File: config.mk
export PLATFORM = sky130hd
export DESIGN_NAME = wwcm_top
export DESIGN_NICKNAME = d
export VERILOG_FILES = /design/src/shared/wwcm_pkg.sv /design/src/wwcm_top.sv
export SDC_FILE = /design/constraint.sdc
export NUM_CORES = 1
export LEC_CHECK = 0
export BUFFER_PORTS_ARGS = -buffer_cell sky130_fd_sc_hd__buf_2
export CAP_MARGIN = 20
export CORE_ASPECT_RATIO = 1.5
export CORE_MARGIN = 2
export CORE_UTILIZATION = 60
export DETAILED_ROUTE_END_ITERATION = 10
export HOLD_SLACK_MARGIN = 0.02
export PLACE_DENSITY = 0.81
export REMOVE_ABC_BUFFERS = 1
export SETUP_SLACK_MARGIN = 0.5
export SYNTH_ARGS = -nofsm -noshare
export SYNTH_HDL_FRONTEND = slang
export SYNTH_SLANG_ARGS = --single-unit
File: constraint.sdc
create_clock -name ref_clk_i -period 5.3 [get_ports ref_clk_i]
set_input_delay 1.06 -clock ref_clk_i [delete_from_list [all_inputs] [get_ports ref_clk_i]]
set_output_delay 1.06 -clock ref_clk_i [all_outputs]
set_load 0.1 [all_outputs]
File: src/shared/wwcm_pkg.sv
// Constants and types for the windowed watchdog and clock monitor
package wwcm_pkg;

   // ----------------------------------------------------------------
   // Register map
   // ----------------------------------------------------------------
   localparam logic [7:0]  WWCM_SVC_ADDR    = 8'h00;
   localparam logic [7:0]  WWCM_STAT_ADDR   = 8'h01;

   // ----------------------------------------------------------------
   // Service word fields
   // ----------------------------------------------------------------
   localparam int          WWCM_SEL_MSB     = 7;
   localparam int          WWCM_SEL_LSB     = 6;
   localparam int          WWCM_KEY_MSB     = 5;
   localparam int          WWCM_KEY_LSB     = 1;
   localparam int          WWCM_CM_BIT      = 0;
   localparam logic [4:0]  WWCM_KEY_VALUE   = 5'h0C;
   localparam logic [4:0]  WWCM_KEY_READ    = 5'h00;
   localparam logic [1:0]  WWCM_SEL_RESET   = 2'h3;
   localparam logic        WWCM_CM_RESET    = 1'b1;

   // ----------------------------------------------------------------
   // Status word fields
   // ----------------------------------------------------------------
   localparam int          WWCM_ST_WD_BIT   = 0;
   localparam int          WWCM_ST_CM_BIT   = 1;
   localparam int          WWCM_ST_CFG_BIT  = 2;
   localparam int          WWCM_ST_PIN_BIT  = 3;

   // ----------------------------------------------------------------
   // Window limits in counted clocks
   // ----------------------------------------------------------------
   localparam int          WWCM_WCNT_W      = 17;
   localparam logic [16:0] WWCM_LOWER_LIM   = 17'h00800;
   localparam logic [16:0] WWCM_UPPER_8K    = 17'h02000;
   localparam logic [16:0] WWCM_UPPER_16K   = 17'h04000;
   localparam logic [16:0] WWCM_UPPER_32K   = 17'h08000;
   localparam logic [16:0] WWCM_UPPER_64K   = 17'h10000;
   localparam logic [1:0]  WWCM_SEL_8K      = 2'h0;
   localparam logic [1:0]  WWCM_SEL_16K     = 2'h1;
   localparam logic [1:0]  WWCM_SEL_32K     = 2'h2;

   // ----------------------------------------------------------------
   // Fault pulse and clock monitor timing
   // ----------------------------------------------------------------
   localparam logic [4:0]  WWCM_HOLD_TICKS  = 5'h18;
   localparam logic [4:0]  WWCM_RECOV_TICKS = 5'h18;
   localparam int          WWCM_CM_TMO_US   = 1000;
   localparam int          WWCM_REF_MHZ     = 250;
   localparam int          WWCM_CM_TMO_CYC  = WWCM_CM_TMO_US * WWCM_REF_MHZ;
   localparam int          WWCM_GAP_W       = 18;

   typedef enum logic [1:0] {
      WWCM_RUN,
      WWCM_DRIVE,
      WWCM_HOLD,
      WWCM_WAITHI
   } wwcm_wd_state_e;

endpackage

File: src/wwcm_top.sv
// Windowed watchdog with clock monitor and open-drain fault pin
// Functional notes
// - Window timing counts instruction cycles (tc), not idle-timer clocks.
// - Lower window limit fixed at 2048 clocks after the last service.
// - Bits 7:6 pick upper limit 8k, 16k, 32k or 64k clocks.
// - Low-speed and dual-clock modes count 32 kHz clocks, else tc.
// - Key bits 5:1 must be 01100; any other key is an error.
// - Bit 0 enables the clock monitor when set.
// - Watchdog and fault pin active only when option bit 2 is 0.
// - Reset disables detection; then select 11 and monitor enabled.
// - Slow or dead clock after reset raises a monitor error.
// - First keyed write locks window and monitor enable for good.
// - Later writes compare all eight bits with the locked setup.
// - Full match restarts the window; any mismatch is an error.
// - No service before the upper limit gives an error.
// - Service before the lower limit is an error.
// - Boot ROM entry suppresses lower error and services at once.
// - Fault pin is active low, undriven and pulled up when idle.
// - Drive low, then 16 to 32 cycles after the pin reads low.
// - Window restarts when the pin returns high.
// - Services while the fault pin is active are ignored; the code ignores them only during a watchdog pulse, not during a monitor error.
// - Pin stuck low at power-on times out and then goes high; the code has no such timeout, and a watchdog fault waits in WAITHI for the pin.
// - Monitor holds pin low until clock recovers plus 16-32 cycles.
// - Never reject tc above 5 kHz; always reject below 10 Hz.
// - Reads return zeros in the key field.
// - Halt and idle inhibit the watchdog; monitor stays active.
// - Leaving idle performs a hardware service.
//
// Decided for this implementation: the address-and-strobe port and the register addresses.
`timescale 1ns/1ps
module wwcm_top
   import wwcm_pkg::*;
#(
   parameter int CM_TIMEOUT_CYC = WWCM_CM_TMO_CYC
)
(
   input  wire logic       ref_clk_i,
   input  wire logic       srst_i,
   input  wire logic [7:0] addr_i,
   input  wire logic [7:0] wdata_i,
   input  wire logic       wr_i,
   input  wire logic       rd_i,
   output logic      [7:0] rdata_o,
   input  wire logic       wd_opt_bit2_i,
   input  wire logic       tc_tick_i,
   input  wire logic       lsclk_tick_i,
   input  wire logic       low_speed_mode_i,
   input  wire logic       halt_i,
   input  wire logic       idle_i,
   input  wire logic       boot_rom_i,
   input  wire logic       fault_pin_i,
   output logic            fault_pin_o,
   output logic            fault_pin_oe_o
);

   localparam logic [WWCM_GAP_W-1:0] CM_LIMIT =
      WWCM_GAP_W'(CM_TIMEOUT_CYC - 1);

   // ----------------------------------------------------------------
   // Decode and events
   // ----------------------------------------------------------------
   logic                   wd_en;
   logic                   wd_active;
   logic                   count_tick;
   logic                   svc_wr;
   logic                   key_ok;
   logic                   cfg_match;
   logic                   idle_d_r;
   logic                   halt_d_r;
   logic                   boot_d_r;
   logic                   hw_svc;

   assign wd_en      = ~wd_opt_bit2_i;
   assign wd_active  = wd_en & ~halt_i & ~idle_i;
   assign count_tick = low_speed_mode_i ? lsclk_tick_i
                                        : tc_tick_i;
   assign svc_wr     = wr_i & (addr_i == WWCM_SVC_ADDR);
   assign key_ok     = wdata_i[WWCM_KEY_MSB:WWCM_KEY_LSB]
                       == WWCM_KEY_VALUE;

   // ----------------------------------------------------------------
   // Watchdog state
   // ----------------------------------------------------------------
   wwcm_wd_state_e         state_r;
   wwcm_wd_state_e         state_nxt;
   logic [WWCM_WCNT_W-1:0] wcnt_r;
   logic [WWCM_WCNT_W-1:0] wcnt_nxt;
   logic [1:0]             cfg_sel_r;
   logic [1:0]             cfg_sel_nxt;
   logic                   cfg_cm_r;
   logic                   cfg_cm_nxt;
   logic                   cfg_done_r;
   logic                   cfg_done_nxt;
   logic [4:0]             hold_r;
   logic [4:0]             hold_nxt;
   logic [WWCM_WCNT_W-1:0] upper_lim;
   logic                   wd_err;

   assign cfg_match = key_ok
      & (wdata_i[WWCM_SEL_MSB:WWCM_SEL_LSB] == cfg_sel_r)
      & (wdata_i[WWCM_CM_BIT] == cfg_cm_r);

   // Boot ROM entry, idle exit and halt exit all restart the window
   assign hw_svc = (boot_rom_i & ~boot_d_r)
                 | (idle_d_r & ~idle_i)
                 | (halt_d_r & ~halt_i);

   always_comb
   begin
      case (cfg_sel_r)
         WWCM_SEL_8K:  upper_lim = WWCM_UPPER_8K;
         WWCM_SEL_16K: upper_lim = WWCM_UPPER_16K;
         WWCM_SEL_32K: upper_lim = WWCM_UPPER_32K;
         default:      upper_lim = WWCM_UPPER_64K;
      endcase
   end

   always_comb
   begin
      state_nxt    = state_r;
      wcnt_nxt     = wcnt_r;
      cfg_sel_nxt  = cfg_sel_r;
      cfg_cm_nxt   = cfg_cm_r;
      cfg_done_nxt = cfg_done_r;
      hold_nxt     = hold_r;
      wd_err       = 1'b0;
      case (state_r)
         WWCM_RUN:
         begin
            if (!wd_en)
            begin
               wcnt_nxt = '0;
            end
            else if (hw_svc)
            begin
               wcnt_nxt = '0;
            end
            else if (svc_wr)
            begin
               if (!cfg_done_r)
               begin
                  // First service may land anywhere in the window
                  if (key_ok)
                  begin
                     cfg_sel_nxt  = wdata_i[WWCM_SEL_MSB:WWCM_SEL_LSB];
                     cfg_cm_nxt   = wdata_i[WWCM_CM_BIT];
                     cfg_done_nxt = 1'b1;
                     wcnt_nxt     = '0;
                  end
                  else
                  begin
                     wd_err = 1'b1;
                  end
               end
               else if (!cfg_match)
               begin
                  wd_err = 1'b1;
               end
               else if ((wcnt_r < WWCM_LOWER_LIM) && !boot_rom_i)
               begin
                  wd_err = 1'b1;
               end
               else
               begin
                  wcnt_nxt = '0;
               end
            end
            else if (wd_active && (wcnt_r >= upper_lim))
            begin
               wd_err = 1'b1;
            end
            else if (wd_active && count_tick)
            begin
               wcnt_nxt = wcnt_r + 1'b1;
            end
            if (wd_err)
            begin
               state_nxt = WWCM_DRIVE;
            end
         end
         WWCM_DRIVE:
         begin
            if (!fault_pin_i)
            begin
               state_nxt = WWCM_HOLD;
               hold_nxt  = '0;
            end
         end
         WWCM_HOLD:
         begin
            if (tc_tick_i)
            begin
               if (hold_r == WWCM_HOLD_TICKS - 1'b1)
               begin
                  state_nxt = WWCM_WAITHI;
               end
               else
               begin
                  hold_nxt = hold_r + 1'b1;
               end
            end
         end
         WWCM_WAITHI:
         begin
            if (fault_pin_i)
            begin
               state_nxt = WWCM_RUN;
               wcnt_nxt  = '0;
            end
         end
         default:
         begin
            state_nxt = WWCM_RUN;
         end
      endcase
   end

   always_ff @(posedge ref_clk_i)
   begin
      if (srst_i)
      begin
         state_r    <= WWCM_RUN;
         wcnt_r     <= '0;
         cfg_sel_r  <= WWCM_SEL_RESET;
         cfg_cm_r   <= WWCM_CM_RESET;
         cfg_done_r <= 1'b0;
         hold_r     <= '0;
         idle_d_r   <= 1'b0;
         halt_d_r   <= 1'b0;
         boot_d_r   <= 1'b0;
      end
      else
      begin
         state_r    <= state_nxt;
         wcnt_r     <= wcnt_nxt;
         cfg_sel_r  <= cfg_sel_nxt;
         cfg_cm_r   <= cfg_cm_nxt;
         cfg_done_r <= cfg_done_nxt;
         hold_r     <= hold_nxt;
         idle_d_r   <= idle_i;
         halt_d_r   <= halt_i;
         boot_d_r   <= boot_rom_i;
      end
   end

   // ----------------------------------------------------------------
   // Clock monitor
   // ----------------------------------------------------------------
   // Gap counter runs on the fast reference clock, so it keeps
   // watching tc through halt and idle.
   logic [WWCM_GAP_W-1:0]  gap_r;
   logic [WWCM_GAP_W-1:0]  gap_nxt;
   logic                   cm_err_r;
   logic                   cm_err_nxt;
   logic [4:0]             recov_r;
   logic [4:0]             recov_nxt;

   always_comb
   begin
      gap_nxt    = gap_r;
      cm_err_nxt = cm_err_r;
      recov_nxt  = recov_r;
      if (tc_tick_i)
      begin
         gap_nxt = '0;
      end
      else if (gap_r != CM_LIMIT)
      begin
         gap_nxt = gap_r + 1'b1;
      end
      if (!cfg_cm_r)
      begin
         cm_err_nxt = 1'b0;
         recov_nxt  = '0;
      end
      else if (!tc_tick_i && (gap_r == CM_LIMIT))
      begin
         cm_err_nxt = 1'b1;
         recov_nxt  = '0;
      end
      else if (cm_err_r && tc_tick_i)
      begin
         if (recov_r == WWCM_RECOV_TICKS - 1'b1)
         begin
            cm_err_nxt = 1'b0;
            recov_nxt  = '0;
         end
         else
         begin
            recov_nxt = recov_r + 1'b1;
         end
      end
   end

   always_ff @(posedge ref_clk_i)
   begin
      if (srst_i)
      begin
         gap_r    <= '0;
         cm_err_r <= 1'b0;
         recov_r  <= '0;
      end
      else
      begin
         gap_r    <= gap_nxt;
         cm_err_r <= cm_err_nxt;
         recov_r  <= recov_nxt;
      end
   end

   // ----------------------------------------------------------------
   // Fault pin and read port
   // ----------------------------------------------------------------
   logic                   oe_nxt;
   logic [7:0]             rdata_nxt;
   logic                   wd_drive;

   assign wd_drive = (state_r == WWCM_DRIVE) | (state_r == WWCM_HOLD);

   always_comb
   begin
      oe_nxt    = wd_en & (wd_drive | cm_err_r);
      rdata_nxt = 8'h00;
      if (rd_i && (addr_i == WWCM_SVC_ADDR))
      begin
         rdata_nxt[WWCM_SEL_MSB:WWCM_SEL_LSB] = cfg_sel_r;
         rdata_nxt[WWCM_KEY_MSB:WWCM_KEY_LSB] = WWCM_KEY_READ;
         rdata_nxt[WWCM_CM_BIT]               = cfg_cm_r;
      end
      else if (rd_i && (addr_i == WWCM_STAT_ADDR))
      begin
         rdata_nxt[WWCM_ST_WD_BIT]  = (state_r != WWCM_RUN);
         rdata_nxt[WWCM_ST_CM_BIT]  = cm_err_r;
         rdata_nxt[WWCM_ST_CFG_BIT] = cfg_done_r;
         rdata_nxt[WWCM_ST_PIN_BIT] = fault_pin_i;
      end
   end

   always_ff @(posedge ref_clk_i)
   begin
      if (srst_i)
      begin
         fault_pin_oe_o <= 1'b0;
         fault_pin_o    <= 1'b0;
         rdata_o        <= 8'h00;
      end
      else
      begin
         fault_pin_oe_o <= oe_nxt;
         fault_pin_o    <= 1'b0;
         rdata_o        <= rdata_nxt;
      end
   end
endmodule

==> impl_metrics.py <==
metrics = {
    "worst_setup_path": {
        "critPathCaptureType": "flip-flop",
        "rrSetupSlack_ns": 2.91,
        "cp_slowest_stage_delay_ns": 0.57,
        "beginning_of_the_worst_register_to_register_path": "wcnt_r[13]$_SDFFE_PP0P_",
        "startpoint_type": "input port",
        "critical_path_class": "in -> reg",
        "path_delay_family": "simple AND/OR/NAND/NOR gates",
        "critPathMaxFanout": 18,
        "cp_cell_sequence": "buf_2 > or4_4 > o21ai_4 > o21ai_1 > nand3_2 > o32ai_2",
        "worst-endpoint-arrival_ns": 2.92,
        "critPathLaunch": "wd_opt_bit2_i",
        "worst-path-buf-inv": 1,
        "slowest_stage": "or4_4",
        "cp.required_ns": 5.50,
    },
    "die": {
        "die_x_um": 65.4,
        "area_inside_the_core_boundary_mm2": 0.00545,
        "placement_rows": 33,
        "io-pin-count": 38,
        "start_util_pct": 62.2,
        "overall_die_area_mm2": 0.00628,
        "die_h_um": 96.1,
    },
    "pwr": {
        "seqPwrFrac_pct": 41.9,
        "comb_power_share_pct": 20.2,
        "internal_power_mw": 0.802,
        "clock_power_share_pct": 37.9,
        "p_leak_nw": 1.36,
        "power_switching_mw": 0.346,
        "irDropWorstVdd_uv": 238,
        "power.share.switching_pct": 30.2,
        "cellPowerDensity_mw_per_mm2": 304,
    },
    "detailed_routing": {
        "drt_iter0_markers": 183,
        "detailedRoute.firstPassIterationCount": 6,
        "drc": 0,
        "wl_per_cell_um": 15.0,
        "vias": 3037,
        "drt-vias-per-instance": 5.98,
        "drt-total-wl_um": 7630,
        "route.antenna.remaining_nets": 0,
    },
    "synth": {
        "yosys_register_bits": 62,
        "postSynthCellCount": 403,
        "synth_seq_area_share_pct": 36.6,
        "synth-warning-count": 0,
        "syn_area_per_cell_um2": 8.41,
        "synth_ff_type": "dfxtp_1",
        "synth_simple_gate_area_share_pct": 30.3,
        "combinational_family_with_the_most_area_after_synthesis": "simple AND/OR/NAND/NOR gates",
        "synth_enable_flop_cells": 0,
        "post_synth_instance_area_mm2": 0.00339,
        "compound_gate_fraction_of_synth_area_pct": 16.3,
        "synth.lib_cells_used.distinct": 52,
        "synth_mux_area_share_pct": 1.51,
        "yosys.area_share.xor_xnor_pct": 5.42,
        "postSynth.asyncResetShare_pct": 0,
        "yosys.area_share.adder_pct": 4.80,
    },
    "global_routing": {
        "grt_pass1_vias": 2929,
        "grt_pass1_wl_um": 13000,
        "combined_global_route_utilization_of_all_metal_layers_pct": 26.4,
        "pin_count_of_the_biggest_net_entering_global_routing": 37,
        "grt_antenna_before_repair": 0,
        "gr-total-overflow": 0,
    },
    "outcome": {
        "run_status": "completed",
    },
    "cts": {
        "cts_repair_resize_count": 0,
        "post_cts_buffers": 0,
        "clkSinkCount": 62,
        "ctsHoldBuffers": 0,
        "tritoncts": "built",
        "clkSlewWorstSetupHoldPaths_ns": 0.07,
        "cts_made_buffers": 9,
        "cts_root_buf": "clkbuf_8",
        "worst_skew_pair.late_latency_ns": 0.34,
        "htree_levels": 3,
        "clockBufferDepth": 2,
    },
    "sta": {
        "finalClockSkew_ns": 0.00886,
        "layout_min_cycle_time_ns": 2.72,
        "actual_slew_at_the_worst_max_slew_pin_ns": 0.736,
        "setup_repair_after_global_routing_missed_its_margin": "no",
        "max_freq_ghz": 0.367,
        "layout_worst_path_cycle_share_pct": 51.4,
        "timing.final.hold_violations": 0,
        "setup_violations": 0,
        "tns_ns": 0,
        "timing.max_slew.rel_slack_pct": 51.0,
        "final_max_slew_viol_count": 0,
    },
    "cells_and_area": {
        "fillCellCount": 466,
        "final_area_mm2": 0.00378,
        "drive_gt1_share_pct": 15.3,
        "layout.area.seq_mm2": 0.00124,
        "area_added_between_synthesis_and_finish_pct": 11.4,
        "area_of_the_multi_input_gates_mm2": 0.00199,
        "antenna-diode-count": 0,
        "final_nets": 475,
    },
    "job": {
        "maxCapViolations": 0,
    },
    "worst_hold_path": {
        "min_delay_path_class": "reg -> reg",
        "min-delay-start": "gap_r[7]$_SDFFE_PP0P_",
    },
    "placement": {
        "globalplace.congestion": 0.873,
        "place.port_buffers": 34,
        "dpl-instance-area_mm2": 0.00357,
        "dpl.hpwl_um": 5440,
    },
}
-- power by group through the flow --
stage	clock network [mW]	logic [mW]	registers, mW
global route	0.464	0.256	0.482
floorplan	0	0.165	0.498
finish	0.435	0.232	0.481
CTS	0.439	0.230	0.481
global placement	0	0.224	0.491
detailed placement	0	0.229	0.492
-- worst register-to-register path: stages, from the launching register on --
cell	delay, ns
dfxtp_1	0.43
inv_1	0.12
ha_1	0.29
and2_0	0.11
nand4_1	0.09
o211ai_1	0.41
a2bb2oi_4	0.45
a21oi_1	0.17
o32ai_2	0.23
-- per-stage QoR --
step           power (mW)  cells  setup slack (ns)  hold slack [ns]  util, %
3_5_place_dp        0.721    493              2.23            0.479     65.5
4_1_cts              1.15    508              2.59            0.489     69.3
2_1_floorplan       0.663    389              2.65            0.457        -
5_1_grt              1.20    508              2.45            0.527     69.3
6_report             1.15    508              2.58            0.491     69.3
3_3_place_gp        0.715    493              2.29            0.469     65.5
-- metal layers --
metal / vias to the layer above / routed length (um) / GRT usage, %
li1: 1514 / - / -
met1: 1441 / 3180 / 30.7
met2: 73 / 4050 / 48.4
met3: 9 / 309 / 5.38
met4: 0 / 95 / 7.81
met5: - / 0 / 0
-- cells in the mapped netlist (all sizes together) (9+ instances only) --
library cell	count	area, um^2
a21oi	29	145
dfxtp	62	1240
ha	13	163
inv	22	82.6
nand2	22	82.6
nand3	32	165
nand4	17	106
nor2	50	188
nor2b	9	56.3
nor3	9	45.0
nor4	11	81.3
o21ai	9	56.3
o32ai	15	191
xor2	17	149
-- cells in the final DEF (no fill, tap or decap), types with 12 or more instances in the layout --
master / instances
clkbuf_8: 12
dfxtp_1: 62
nand4_1: 17
nor2_1: 50
a21oi_1: 29
nand3_1: 31
ha_1: 13
buf_2: 34
xor2_1: 17
inv_1: 22
nand2_1: 22
-- flip-flops by register name, indices dropped and copies added, names as in the netlist, 2 cells and up --
register   flops
cfg_sel_r      2
gap_r         18
hold_r         5
rdata_o        6
recov_r        5
state_r        2
wcnt_r        17
-- worst paths after layout --
kind,end,depth (start not counted)
max,wcnt_r[6]$_SDFFE_PP0P_,6
max reg2reg,wcnt_r[2]$_SDFFE_PP0P_,8
min reg2reg,gap_r[7]$_SDFFE_PP0P_,2
min,gap_r[7]$_SDFFE_PP0P_,2
-- cell type report --
class / count / share of cell area [%]
clock buffer: 12 / 4.37
clock inverter: 3 / 1.13
inverter: 22 / 2.19
timing repair buffer: 34 / 4.50
tap: 70 / 2.32
sequential: 62 / 32.8
multi-input combinational: 305 / 52.6
-- cells by family (layout without fill, tap and decap cells) --
kind of cell               Yosys count  count (layout)
and+or+nand+nor                    192             192
AOI/OAI and AO/OA                   71              71
buffers and inverters               38              71
DFF                                 62              62
xor gates and xnor gates            21              21
adders and majority gates           13              13
muxes                                5               5
other                                1               3
(Power assumes the default switching activity.)
